### src/core/clk_pwr_ctrl_consts.svh
`ifndef CLK_PWR_CTRL_CONSTS_SVH
`define CLK_PWR_CTRL_CONSTS_SVH

// Register byte offsets
`define OFS_CLK_SRC 8'h00
`define OFS_PLL_CFG 8'h04
`define OFS_PLL_CTL 8'h08
`define OFS_PLL_STAT 8'h0C
`define OFS_CLK_DIV 8'h10
`define OFS_PERIPH_GATE 8'h14
`define OFS_PERIPH_DIV 8'h18
`define OFS_PWR_MODE 8'h1C

// Field positions
`define POS_PRE_DIV 0
`define POS_MULT 8
`define POS_PLL_EN 0
`define POS_PLL_CONN 1
`define POS_PLL_LOCK 2
`define POS_CPU_DIV 0
`define POS_USB_DIV 8
`define POS_MAIN_READY 4

// Reset values
`define RST_PRE_DIV 8'h00
`define RST_MULT 15'h0000
`define RST_DIV 8'h00
`define RST_GATE 4'hF

// Power mode command codes
`define CMD_IDLE 3'h1
`define CMD_SLEEP 3'h2
`define CMD_PDOWN 3'h3
`define CMD_DEEP 3'h4

// Timing
`define CLK_MHZ 125
`define RC_START_US 60
`define HOLD_RC_TICKS 13'h0004
`define HOLD_MAIN_TICKS 13'h1000

`endif

### src/core/clk_pwr_ctrl_pkg.sv
package clk_pwr_ctrl_pkg;

  typedef enum logic [1:0] {
    SRC_RC = 2'b00,
    SRC_MAIN = 2'b01,
    SRC_RTC = 2'b10
  } clk_src_e;

  typedef enum logic [2:0] {
    PM_RUN = 3'b000,
    PM_IDLE = 3'b001,
    PM_SLEEP = 3'b010,
    PM_PDOWN = 3'b011,
    PM_DEEP = 3'b100,
    PM_RCSTART = 3'b101,
    PM_HOLD = 3'b110
  } pwr_mode_e;

  // One-cycle tick pulses from the oscillators and the PLL core
  typedef struct packed {
    logic rc;
    logic main;
    logic rtc;
    logic currentControlledOscillator;
  } osc_ticks_s;

  // Controls toward the analog PLL core
  typedef struct packed {
    logic powerOn;
    logic refTick;
    logic fbTick;
  } pll_drive_s;

endpackage

### src/core/clock_and_power_mode_control.sv
`timescale 1ns/1ps
`include "clk_pwr_ctrl_consts.svh"

//Overview of operation
// - After reset, processor clock comes from internal RC oscillator until software changes.
// - Software picks RC, main crystal or real-time oscillator as PLL reference.
// - PLL reference passes a pre-divider programmable from 1 to 256.
// - PLL feedback divider on oscillator output programmable from 1 to 32768.
// - PLL disabled and bypassed after reset and on power-down; software re-enables.
// - Processor clock equals reference unless PLL enabled and connected.
// - Every peripheral has its own software-set clock divider.
// - Software can stop any single peripheral clock.
// - Four power-reduction modes: idle, sleep, power-down, deep power-down.
// - Power-up and power-down or deep wake resume on internal RC oscillator.
// - Wake-up timer holds execution from main oscillator until it is stable.
// - Idle stops only CPU execution; interrupt or reset resumes.
// - Sleep stops oscillator and all internal clocks, state preserved.
// - Sleep gates RC output but keeps it powered; real-time oscillator runs.
// - Entering sleep disables and disconnects the PLL.
// - Entering sleep clears CPU and USB clock dividers to zero.
// - Sleep ends on reset or clockless interrupt, then operation resumes.
// - Sleep wake holds 4 cycles of the RC or real-time source, or 4096 main oscillator cycles.
// - Power-down also stops RC; wake waits start-up time plus 4 cycles.
// - Deep power-down removes core power; leaving it acts as full reset.
module clock_and_power_mode_control
  import clk_pwr_ctrl_pkg::*;
#(
  parameter int RC_START_CYC = `RC_START_US * `CLK_MHZ
) (
  input wire logic clk,
  input wire logic rst_n,
  input wire logic hsel,
  input wire logic [31:0] haddr,
  input wire logic [1:0] htrans,
  input wire logic hwrite,
  input wire logic [2:0] hsize,
  input wire logic [31:0] hwdata,
  input wire logic hready,
  output logic hreadyout,
  output logic hresp,
  output logic [31:0] hrdata,
  input wire osc_ticks_s ticks,
  input wire logic pllLock,
  input wire logic wakeIrq,
  output pll_drive_s pllDrive,
  output logic cpuClkEn,
  output logic usbClkEn,
  output logic [3:0] periphClkEn,
  output logic cpuRun,
  output logic rcOutEn,
  output logic rcPowerOn,
  output logic mainOscOn,
  output logic coreSupplyOn,
  output logic chipResetReq
);

  typedef struct packed {
    clk_src_e src;
    clk_src_e srcBefore;
    logic [7:0] preDiv;
    logic [14:0] mult;
    logic pllEn;
    logic pllConn;
    logic [7:0] cpuDiv;
    logic [7:0] usbDiv;
    logic [3:0] gate;
    logic [31:0] pDiv;
    pwr_mode_e mode;
    logic [12:0] holdCnt;
    logic [15:0] rcCnt;
    logic [12:0] mainCnt;
    logic mainReady;
    logic mainOn;
    logic [7:0] preCnt;
    logic [14:0] fbCnt;
    logic [7:0] cpuCnt;
    logic [7:0] usbCnt;
    logic [31:0] pCnt;
    logic refTick;
    logic fbTick;
    logic cpuTick;
    logic usbTick;
    logic [3:0] pTick;
    logic rstReq;
    logic wrPend;
    logic [7:0] wrAddr;
    logic [31:0] rdata;
  } state_s;

  localparam state_s RESET_STATE = '{
    src: SRC_RC,
    srcBefore: SRC_RC,
    preDiv: `RST_PRE_DIV,
    mult: `RST_MULT,
    pllEn: 1'b0,
    pllConn: 1'b0,
    cpuDiv: `RST_DIV,
    usbDiv: `RST_DIV,
    gate: `RST_GATE,
    pDiv: 32'h00000000,
    mode: PM_RUN,
    holdCnt: 13'h0000,
    rcCnt: 16'h0000,
    mainCnt: 13'h0000,
    mainReady: 1'b0,
    mainOn: 1'b1,
    preCnt: 8'h00,
    fbCnt: 15'h0000,
    cpuCnt: 8'h00,
    usbCnt: 8'h00,
    pCnt: 32'h00000000,
    refTick: 1'b0,
    fbTick: 1'b0,
    cpuTick: 1'b0,
    usbTick: 1'b0,
    pTick: 4'h0,
    rstReq: 1'b0,
    wrPend: 1'b0,
    wrAddr: 8'h00,
    rdata: 32'h00000000
  };

  state_s s;
  state_s next_s;
  logic srcTick;
  logic baseTick;
  logic clocksOn;
  logic execOk;
  logic [12:0] holdTarget;

  // Register read view; unmapped offsets read zero
  function automatic logic [31:0] readMux(input state_s st, input logic [7:0] a);
    logic [31:0] d;
    d = 32'h00000000;
    case (a)
      `OFS_CLK_SRC: d[1:0] = st.src;
      `OFS_PLL_CFG: begin
        d[`POS_PRE_DIV +: 8] = st.preDiv;
        d[`POS_MULT +: 15] = st.mult;
      end
      `OFS_PLL_CTL: begin
        d[`POS_PLL_EN] = st.pllEn;
        d[`POS_PLL_CONN] = st.pllConn;
      end
      `OFS_PLL_STAT: begin
        d[`POS_PLL_EN] = st.pllEn;
        d[`POS_PLL_CONN] = st.pllConn;
        d[`POS_PLL_LOCK] = pllLock;
        d[`POS_MAIN_READY] = st.mainReady;
      end
      `OFS_CLK_DIV: begin
        d[`POS_CPU_DIV +: 8] = st.cpuDiv;
        d[`POS_USB_DIV +: 8] = st.usbDiv;
      end
      `OFS_PERIPH_GATE: d[3:0] = st.gate;
      `OFS_PERIPH_DIV: d = st.pDiv;
      `OFS_PWR_MODE: d[2:0] = st.mode;
      default: d = 32'h00000000;
    endcase
    return d;
  endfunction

  // Selected source and the clock that feeds the dividers
  always_comb begin
    unique case (s.src)
      SRC_RC: srcTick = ticks.rc;
      SRC_MAIN: srcTick = ticks.main;
      default: srcTick = ticks.rtc;
    endcase
    baseTick = (s.pllEn && s.pllConn) ? ticks.currentControlledOscillator : srcTick;
    clocksOn = (s.mode == PM_RUN) || (s.mode == PM_IDLE);
    execOk = !((s.src == SRC_MAIN) && !s.mainReady);
    holdTarget = (s.srcBefore == SRC_MAIN) ? `HOLD_MAIN_TICKS : `HOLD_RC_TICKS;
  end

  // Next-state logic for the whole block
  always_comb begin
    next_s = s;
    next_s.refTick = 1'b0;
    next_s.fbTick = 1'b0;
    next_s.cpuTick = 1'b0;
    next_s.usbTick = 1'b0;
    next_s.pTick = 4'h0;
    next_s.rstReq = 1'b0;

    // Address phase; zero-wait, so read data is fetched here
    next_s.wrPend = hsel && htrans[1] && hwrite && hready;
    next_s.wrAddr = haddr[7:0];
    if (hsel && htrans[1] && !hwrite && hready) begin
      next_s.rdata = readMux(s, haddr[7:0]);
    end

    // Data phase of a write
    if (s.wrPend) begin
      case (s.wrAddr)
        `OFS_CLK_SRC: begin
          // Code 3 is not a source, so it is ignored
          if (hwdata[1:0] != 2'b11) begin
            next_s.src = clk_src_e'(hwdata[1:0]);
          end
        end
        `OFS_PLL_CFG: begin
          next_s.preDiv = hwdata[`POS_PRE_DIV +: 8];
          next_s.mult = hwdata[`POS_MULT +: 15];
        end
        `OFS_PLL_CTL: begin
          next_s.pllEn = hwdata[`POS_PLL_EN];
          // Connect only sticks while the PLL is enabled
          next_s.pllConn = hwdata[`POS_PLL_CONN] && hwdata[`POS_PLL_EN];
        end
        `OFS_CLK_DIV: begin
          next_s.cpuDiv = hwdata[`POS_CPU_DIV +: 8];
          next_s.usbDiv = hwdata[`POS_USB_DIV +: 8];
        end
        `OFS_PERIPH_GATE: next_s.gate = hwdata[3:0];
        `OFS_PERIPH_DIV: next_s.pDiv = hwdata;
        `OFS_PWR_MODE: begin
          if (s.mode == PM_RUN) begin
            case (hwdata[2:0])
              `CMD_IDLE: next_s.mode = PM_IDLE;
              `CMD_SLEEP, `CMD_PDOWN: begin
                next_s.mode = (hwdata[2:0] == `CMD_SLEEP) ? PM_SLEEP : PM_PDOWN;
                next_s.srcBefore = s.src;
                next_s.pllEn = 1'b0;
                next_s.pllConn = 1'b0;
                next_s.cpuDiv = 8'h00;
                next_s.usbDiv = 8'h00;
                next_s.mainOn = 1'b0;
                next_s.mainCnt = 13'h0000;
                next_s.mainReady = 1'b0;
              end
              `CMD_DEEP: begin
                next_s.mode = PM_DEEP;
                next_s.pllEn = 1'b0;
                next_s.pllConn = 1'b0;
                next_s.mainOn = 1'b0;
              end
              default: next_s.mode = s.mode;
            endcase
          end
        end
        default: next_s.mode = next_s.mode;
      endcase
    end

    // Wake-up timer for the main oscillator after any start
    if (s.mainOn && !s.mainReady && ticks.main) begin
      next_s.mainCnt = s.mainCnt + 13'h0001;
      if (s.mainCnt == `HOLD_MAIN_TICKS - 13'h0001) begin
        next_s.mainReady = 1'b1;
      end
    end

    // Power mode sequencing
    unique case (s.mode)
      PM_RUN: next_s.mode = next_s.mode;
      PM_IDLE: begin
        if (wakeIrq) begin
          next_s.mode = PM_RUN;
        end
      end
      PM_SLEEP: begin
        if (wakeIrq) begin
          next_s.mode = PM_HOLD;
          next_s.holdCnt = 13'h0000;
          next_s.mainOn = 1'b1;
        end
      end
      PM_PDOWN: begin
        if (wakeIrq) begin
          next_s.mode = PM_RCSTART;
          next_s.rcCnt = 16'h0000;
          next_s.src = SRC_RC;
          next_s.srcBefore = SRC_RC;
          next_s.mainOn = 1'b1;
        end
      end
      PM_RCSTART: begin
        // RC start-up time counted on the system clock
        if (s.rcCnt == 16'(RC_START_CYC - 1)) begin
          next_s.mode = PM_HOLD;
          next_s.holdCnt = 13'h0000;
        end else begin
          next_s.rcCnt = s.rcCnt + 16'h0001;
        end
      end
      PM_HOLD: begin
        if (srcTick) begin
          next_s.holdCnt = s.holdCnt + 13'h0001;
          if (s.holdCnt == holdTarget - 13'h0001) begin
            next_s.mode = PM_RUN;
          end
        end
      end
      PM_DEEP: begin
        // Leaving deep power-down restarts as from a full reset
        if (wakeIrq) begin
          next_s = RESET_STATE;
          next_s.rstReq = 1'b1;
        end
      end
      default: next_s.mode = PM_RUN;
    endcase

    // PLL reference pre-divider, ratio preDiv+1
    if (s.pllEn && srcTick) begin
      if (s.preCnt >= s.preDiv) begin
        next_s.preCnt = 8'h00;
        next_s.refTick = 1'b1;
      end else begin
        next_s.preCnt = s.preCnt + 8'h01;
      end
    end

    // Feedback divider on the oscillator output, ratio mult+1
    if (s.pllEn && ticks.currentControlledOscillator) begin
      if (s.fbCnt >= s.mult) begin
        next_s.fbCnt = 15'h0000;
        next_s.fbTick = 1'b1;
      end else begin
        next_s.fbCnt = s.fbCnt + 15'h0001;
      end
    end

    // Processor clock divider; whole pulses only, never runts
    if (clocksOn && baseTick) begin
      if (s.cpuCnt >= s.cpuDiv) begin
        next_s.cpuCnt = 8'h00;
        next_s.cpuTick = (s.mode == PM_RUN) && execOk;
      end else begin
        next_s.cpuCnt = s.cpuCnt + 8'h01;
      end
    end

    // USB clock divider from the PLL oscillator
    if (clocksOn && s.pllEn && ticks.currentControlledOscillator) begin
      if (s.usbCnt >= s.usbDiv) begin
        next_s.usbCnt = 8'h00;
        next_s.usbTick = 1'b1;
      end else begin
        next_s.usbCnt = s.usbCnt + 8'h01;
      end
    end

    // Per-peripheral divider and gate
    for (int i = 0; i < 4; i++) begin
      if (clocksOn && baseTick && s.gate[i]) begin
        if (s.pCnt[i*8 +: 8] >= s.pDiv[i*8 +: 8]) begin
          next_s.pCnt[i*8 +: 8] = 8'h00;
          next_s.pTick[i] = 1'b1;
        end else begin
          next_s.pCnt[i*8 +: 8] = s.pCnt[i*8 +: 8] + 8'h01;
        end
      end
    end
  end

  // Single state register
  always_ff @(posedge clk or negedge rst_n) begin
    if (!rst_n) begin
      s <= RESET_STATE;
    end else begin
      s <= next_s;
    end
  end

  // Bus answers: always ready, always OKAY
  assign hreadyout = 1'b1;
  assign hresp = 1'b0;
  assign hrdata = s.rdata;

  // Clock enables and oscillator controls
  assign pllDrive.powerOn = s.pllEn;
  assign pllDrive.refTick = s.refTick;
  assign pllDrive.fbTick = s.fbTick;
  assign cpuClkEn = s.cpuTick;
  assign usbClkEn = s.usbTick;
  assign periphClkEn = s.pTick;
  assign cpuRun = (s.mode == PM_RUN) && execOk;
  // RC output gated in sleep, but still powered for quick wake
  assign rcOutEn = (s.mode == PM_RUN) || (s.mode == PM_IDLE) || (s.mode == PM_HOLD);
  assign rcPowerOn = (s.mode != PM_PDOWN) && (s.mode != PM_DEEP);
  assign mainOscOn = s.mainOn;
  assign coreSupplyOn = (s.mode != PM_DEEP);
  assign chipResetReq = s.rstReq;

endmodule

### config.mk
export PLATFORM = sky130hd
export DESIGN_NAME = clock_and_power_mode_control
export DESIGN_NICKNAME = d
export VERILOG_FILES = /design/src/core/clk_pwr_ctrl_pkg.sv /design/src/core/clock_and_power_mode_control.sv
export VERILOG_INCLUDE_DIRS = /design/src /design/src/core
export SDC_FILE = /design/constraint.sdc
export NUM_CORES = 1
export LEC_CHECK = 0
export ABC_CLOCK_PERIOD_IN_PS = 2200
export BUFFER_PORTS_ARGS = -buffer_cell sky130_fd_sc_hd__buf_2
export CORE_MARGIN = 3
export CORE_UTILIZATION = 40
export CTS_CLUSTER_SIZE = 40
export DETAILED_ROUTE_END_ITERATION = 6
export REMOVE_ABC_BUFFERS = 1
export SLEW_MARGIN = 40
export SYNTH_ARGS = -nofsm -noshare
export SYNTH_HDL_FRONTEND = slang
export SYNTH_SLANG_ARGS = --single-unit
export TNS_END_PERCENT = 20
### constraint.sdc
create_clock -name clk -period 2.2 [get_ports clk]
set_input_delay 0.11 -clock clk [delete_from_list [all_inputs] [get_ports clk]]
set_output_delay 0.11 -clock clk [all_outputs]
set_load 0.03 [all_outputs]
* Yosys cells after proc, flatten, opt, wreduce, memory -nomap -nowiden *
Index checks and enable logic that the tools add are counted.

word-level totals
  register bits = 249
  output and inout port bits = 49

cells by class
  eq/ne operators = 37
  magnitude comparators = 8
  mux-type cells = 87
  $add $sub $neg = 12
  reduce and logical (&&, ||, !) cells = 62

operators by type and width
  kind                     count
  $mux W249                1
  $mux W121                1
  $mux W8                  14
  $mux W16                 6
  $mux W84                 1
  $mux W77                 1
  $mux W15                 5
  $eq A8 B5 Y1 const B     8
  $mux W32                 2
  $add A8 B1 Y8 const B    7
  $ge A8 B8 Y1             7
  $pmux W13 S4             1
  $pmux W16 S3             1
  $mux W14                 3
  $pmux W11 S3             1
  $pmux W16 S2             1
  $reduce_bool A2 Y1       16
  $add A13 B1 Y13 const B  2
  $eq A8 B4 Y1 const B     3
  $mux W23                 1
  $logic_and A1 B1 Y1      21
  $mux W1                  21
  $pmux W3 S7              1
  $mux W18                 1
  other kinds (40)         80

* Longest topological paths before layout *
  depth in word-level cells = 12
  gate-level depth with buffers = 9
  gate-level depth less buffers = 8

* Least setup slack after synthesis *
OpenSTA, ideal clock, no wires.

  kind = register to register
  start = register s[74] (netlist bit)
  end = register s[81] (netlist bit)
  stages on the path, launching flop included = 9
  data arrival time = 2.043 ns
  setup slack = 0.070 ns
  library setup time = 0.087 ns
  path buffers = 0
  cells stage by stage = dfrtp_1 > inv_1 > ha_1 > nand2b_1 > a21o_1 > a211o_1 > a211o_4 > or3_1 > o211ai_1

between the ends
  word-level cells in the longest chain between the ends = 3
  elaborated cells on any way between the ends = 4
  classes of those cells = 1 x add/sub; 1 x order compare; 2 x mux

RTL lines
  element                                               line                                                                      text
  start: declaration                                    clock_and_power_mode_control.sv:123                                       state_s s;
  start signal: assignment                              clock_and_power_mode_control.sv:363                                       s <= next_s;
  $add A8 B1 Y8 / $ge A8 B8 Y1 (equally long branches)  clock_and_power_mode_control.sv:352, clock_and_power_mode_control.sv:348
  $mux W8 (*)                                           clock_and_power_mode_control.sv:348                                       if (s.pCnt[i*8 +: 8] >= s.pDiv[i*8 +: 8]) begin
  $mux W8 (*)                                           clock_and_power_mode_control.sv:347                                       if (clocksOn && baseTick && s.gate[i]) begin

Mark *: on every way between the ends. The rest lies on a longest branch, timed or not.
A chain may end at the register's enable or synchronous reset.

* Worst setup path in the final report *
  start = register s[227] (netlist bit)
  end = register s[102] (netlist bit)

between the ends
  word-level cells in the longest chain between the ends = 3

RTL lines
  element         line                                 text
  $ge A15 B15 Y1  clock_and_power_mode_control.sv:317  if (s.fbCnt >= s.mult) begin
  $mux W15        clock_and_power_mode_control.sv:317
  $mux W15        clock_and_power_mode_control.sv:316  if (s.pllEn && ticks.currentControlledOscillator) begin

No other way between the ends.

==> flow_results.xml <==
<?xml version="1.0" encoding="UTF-8"?>
<metrics>
  <group name="route">
    <metric name="remaining_drc_errors" unit="">0</metric>
    <metric name="final_antenna_net_count" unit="">0</metric>
    <metric name="routedWlPerCell" unit="µm">17.6</metric>
    <metric name="drt_iter0_markers" unit="">789</metric>
    <metric name="routed_wirelength" unit="µm">37500</metric>
    <metric name="avgViaCountPerCell" unit="">5.43</metric>
    <metric name="drtPass1Iterations" unit="">6</metric>
    <metric name="num_vias" unit="">11500</metric>
  </group>
  <group name="worst_setup_path">
    <metric name="worst_ep_arrival_time" unit="ns">2.62</metric>
    <metric name="worst_case_register_to_register_setup_slack" unit="ns">0.04</metric>
    <metric name="worstSetupStartpointType" unit="">flop</metric>
    <metric name="worst-r2r-cell-count" unit="">10</metric>
    <metric name="path_max_fanout" unit="">7</metric>
    <metric name="worstReg2RegStart" unit="">s[227]</metric>
    <metric name="worst-endpoint-required" unit="ns">2.66</metric>
    <metric name="crit_end_category" unit="">flop</metric>
    <metric name="crit-reg2reg-capture" unit="">s[102]</metric>
    <metric name="path_class" unit="">flop to flop</metric>
  </group>
  <group name="placement">
    <metric name="place.port_buffers" unit="">98</metric>
    <metric name="place_congestion" unit="">0.859</metric>
    <metric name="numPlacedInstances" unit="">2018</metric>
    <metric name="place.detailed.hpwl" unit="µm">25900</metric>
  </group>
  <group name="floorplanning">
    <metric name="horizontal_die_dimension" unit="µm">194</metric>
    <metric name="boundaryPins" unit="">129</metric>
    <metric name="core.rowCount" unit="">68</metric>
    <metric name="fp.dieArea" unit="µm²">37600</metric>
    <metric name="die_height" unit="µm">194</metric>
    <metric name="initial_utilization" unit="%">40.8</metric>
    <metric name="coreArea" unit="µm²">34600</metric>
  </group>
  <group name="clock_tree">
    <metric name="clk_pin_slew" unit="ns">0.06</metric>
    <metric name="cts_inserted_buffers" unit="">30</metric>
    <metric name="htree_num_levels" unit="">1</metric>
    <metric name="cts_sinks" unit="">249</metric>
    <metric name="clk-insertion-delay-late" unit="ns">0.56</metric>
    <metric name="tritoncts" unit="">done</metric>
    <metric name="root_buffer" unit="">sky130_fd_sc_hd__clkbuf_16</metric>
    <metric name="clk_path_buf_depth" unit="">3</metric>
  </group>
  <group name="finish">
    <metric name="fin_cells" unit="">2127</metric>
    <metric name="final_net_count" unit="">1809</metric>
    <metric name="drive_gt1_share" unit="%">17.5</metric>
    <metric name="syn_to_final_growth" unit="%">19.3</metric>
  </group>
  <group name="synth">
    <metric name="synth_area" unit="µm²">14100</metric>
    <metric name="synth_top_area_share" unit="%">43.3</metric>
    <metric name="postSynthAreaPerCell" unit="µm²">9.37</metric>
    <metric name="synthSimpleGateAreaFrac" unit="%">19.3</metric>
    <metric name="ys.flop_type" unit="">sky130_fd_sc_hd__dfrtp_1</metric>
    <metric name="yosysSeqAreaShare" unit="%">44.2</metric>
    <metric name="share_of_synthesized_area_spent_on_multiplexers" unit="%">3.69</metric>
    <metric name="synth.yosys.warnings" unit="">0</metric>
    <metric name="synth-compound-area-share" unit="%">17.4</metric>
    <metric name="netlist_instances" unit="">1506</metric>
    <metric name="synth_top_cell_by_area" unit="">sky130_fd_sc_hd__dfrtp_1</metric>
    <metric name="synth.area.top_cells" unit="">sky130_fd_sc_hd__dfrtp_1 (43%), sky130_fd_sc_hd__ha_1 (7.3%), sky130_fd_sc_hd__nand2_1 (4.9%)</metric>
    <metric name="yosys.area_share.adder" unit="%">7.27</metric>
    <metric name="post_synth_xor_area_fraction" unit="%">0.993</metric>
    <metric name="number_of_enable_flip_flop_cells_after_synthesis" unit="">0</metric>
    <metric name="synthDistinctLibCells" unit="">80</metric>
    <metric name="post_synth_most_frequent_cells" unit="">sky130_fd_sc_hd__dfrtp_1 (244), sky130_fd_sc_hd__nand2_1 (185), sky130_fd_sc_hd__nor2_1 (122)</metric>
    <metric name="synth.most_common_cell" unit="">sky130_fd_sc_hd__dfrtp_1</metric>
    <metric name="fraction_of_registers_with_async_set_reset" unit="%">100</metric>
    <metric name="synth-seq-cells" unit="">249</metric>
    <metric name="synth_top_family_by_area" unit="">simple AND/OR/NAND/NOR gates</metric>
  </group>
  <group name="timing">
    <metric name="max_clock_freq" unit="MHz">463</metric>
    <metric name="worst_hold_slack" unit="ns">0.0738</metric>
    <metric name="fin_crit" unit="ns">2.16</metric>
    <metric name="setup_viol" unit="">0</metric>
    <metric name="slew_at_the_pin_closest_to_its_max_slew_limit" unit="ns">0.684</metric>
    <metric name="tns" unit="ns">0</metric>
    <metric name="finalCritPeriodShare" unit="%">98.2</metric>
    <metric name="slew_headroom" unit="%">54.4</metric>
    <metric name="final-hold-violation-count" unit="">0</metric>
    <metric name="fin_worst_skew" unit="ns">0.0221</metric>
    <metric name="report.final.slew_viol_count" unit="">0</metric>
    <metric name="rsz0062_at_grt" unit="">true</metric>
  </group>
  <group name="global_routing">
    <metric name="initial_antenna_violation_count" unit="">2</metric>
    <metric name="global_route_wire_length_before_repair" unit="µm">60100</metric>
    <metric name="globalRoute.totalOverflow" unit="">0</metric>
    <metric name="global_route.usage.total" unit="%">19.1</metric>
    <metric name="first_global_vias" unit="">11500</metric>
    <metric name="grt_max_degree" unit="">70</metric>
  </group>
  <group name="power">
    <metric name="totalPowerFinal" unit="µW">11900</metric>
    <metric name="power_density" unit="nW/µm²">709</metric>
    <metric name="power.static_leakage" unit="µW">0.00839</metric>
    <metric name="vdd.ir_drop.worst" unit="mV">0.587</metric>
  </group>
  <group name="min_path">
    <metric name="timing.hold.worst.start" unit="">ticks[2]</metric>
    <metric name="hold_class" unit="">primary input to flop</metric>
    <metric name="worst_hold_path.num_cells" unit="">4</metric>
    <metric name="hold_path_endpoint" unit="">s[124]</metric>
  </group>
  <group name="job">
    <metric name="maxCapViolCount" unit="">0</metric>
  </group>
  <group name="run_status">
    <metric name="status" unit="">finished, final reports clean</metric>
  </group>
</metrics>
[worst max-delay path, stage by stage, from the launching register on]
cell,delay (ns)
sky130_fd_sc_hd__dfrtp_1,0.41
sky130_fd_sc_hd__inv_1,0.07
sky130_fd_sc_hd__ha_1,0.29
sky130_fd_sc_hd__a211oi_1,0.25
sky130_fd_sc_hd__nor2_1,0.10
sky130_fd_sc_hd__a211oi_2,0.17
sky130_fd_sc_hd__buf_4,0.16
sky130_fd_sc_hd__o2bb2ai_4,0.17
sky130_fd_sc_hd__buf_12,0.15
sky130_fd_sc_hd__a41oi_1,0.11
sky130_fd_sc_hd__a31oi_1,0.18
[where the power goes]
group / internal (µW) / switching [µW]
Sequential: 4910 / 341
Clock: 3140 / 2000
Combinational: 719 / 827
Total: 8760 / 3170
[metrics by stage]
| step | instance area, µm² | worst slack [ns] | util [%] |
|---|---|---|---|
| global placement | 15100 | 0.0540 | 43.7 |
| finish | 16800 | 0.0393 | 48.6 |
| CTS | 16600 | 0.000909 | 48.0 |
| global route | 16800 | -0.0513 | 48.6 |
| floorplan | 13500 | -0.696 | - |
| detailed placement | 15100 | 0.0131 | 43.7 |
[worst max-delay path by stage]
stage                     startpoint         end  cells past startpoint
final                         s[227]      s[102]                     10
after global routing          s[227]      s[102]                     10
after CTS                      s[95]       s[95]                      7
after detailed placement      s[224]      s[102]                     10
after global placement         s[66]       s[70]                      8
after floorplan               s[167]  hrdata[10]                      6
[layer usage]
metal | global-route usage, % | up-vias | wire, µm
li1 | - | 5564 | -
met1 | 26.0 | 5658 | 17100
met2 | 31.5 | 259 | 17400
met3 | 3.02 | 60 | 1900
met4 | 6.12 | 0 | 985
met5 | 0 | - | 0
[cells by family (layout without fill, tap and decap cells)]
logic type	count (synthesis)	count (layout)
AOI/OAI and AO/OA	355	355
DFF	249	249
and+or+nand+nor	551	552
other	2	3
adders and majority gates	82	82
buffers and inverters	201	365
muxes	50	50
xor gates and xnor gates	16	16
[state kept, by name (all words and copies together) (netlist names)]
name          cells
chipResetReq      1
cpuClkEn          1
hrdata           32
mainOscOn         1
periphClkEn       4
pllDrive          3
s               206
usbClkEn          1
[final cells by class]
cell class                      count  area (µm²)
Antenna cell                        1        2.50
Clock buffer                       41         842
Clock inverter                     15         186
Fill cell                        3209       17800
Inverter                           97         365
Multi-Input combinational cell   1057        7020
Sequential cell                   249        6240
Tap cell                          455         569
Timing Repair Buffer              212        1610
[repair_timing]
item,CTS,global route
endpoints found under the hold margin,162,0
cloned,0,3
buffers inserted,0,4
hold buffers,45,0
pin swaps,1,12
endpoints found under the setup margin,2,66
resized for setup,2,28
[cells in the final DEF (no fill, tap or decap), drive strengths merged, types with 36 or more instances in the layout]
master       netlist  layout
a21o              38      38
a21oi            104     104
a22o              36      36
buf               78     165
clkbuf            26      43
dfrtp            244     244
dlygate4sd3        0      45
ha                82      82
inv               97      96
mux2i             46      46
nand2            186     186
nand3             72      72
nor2             125     125
o21ai             42      42
Power figures use the tool's default switching activity.
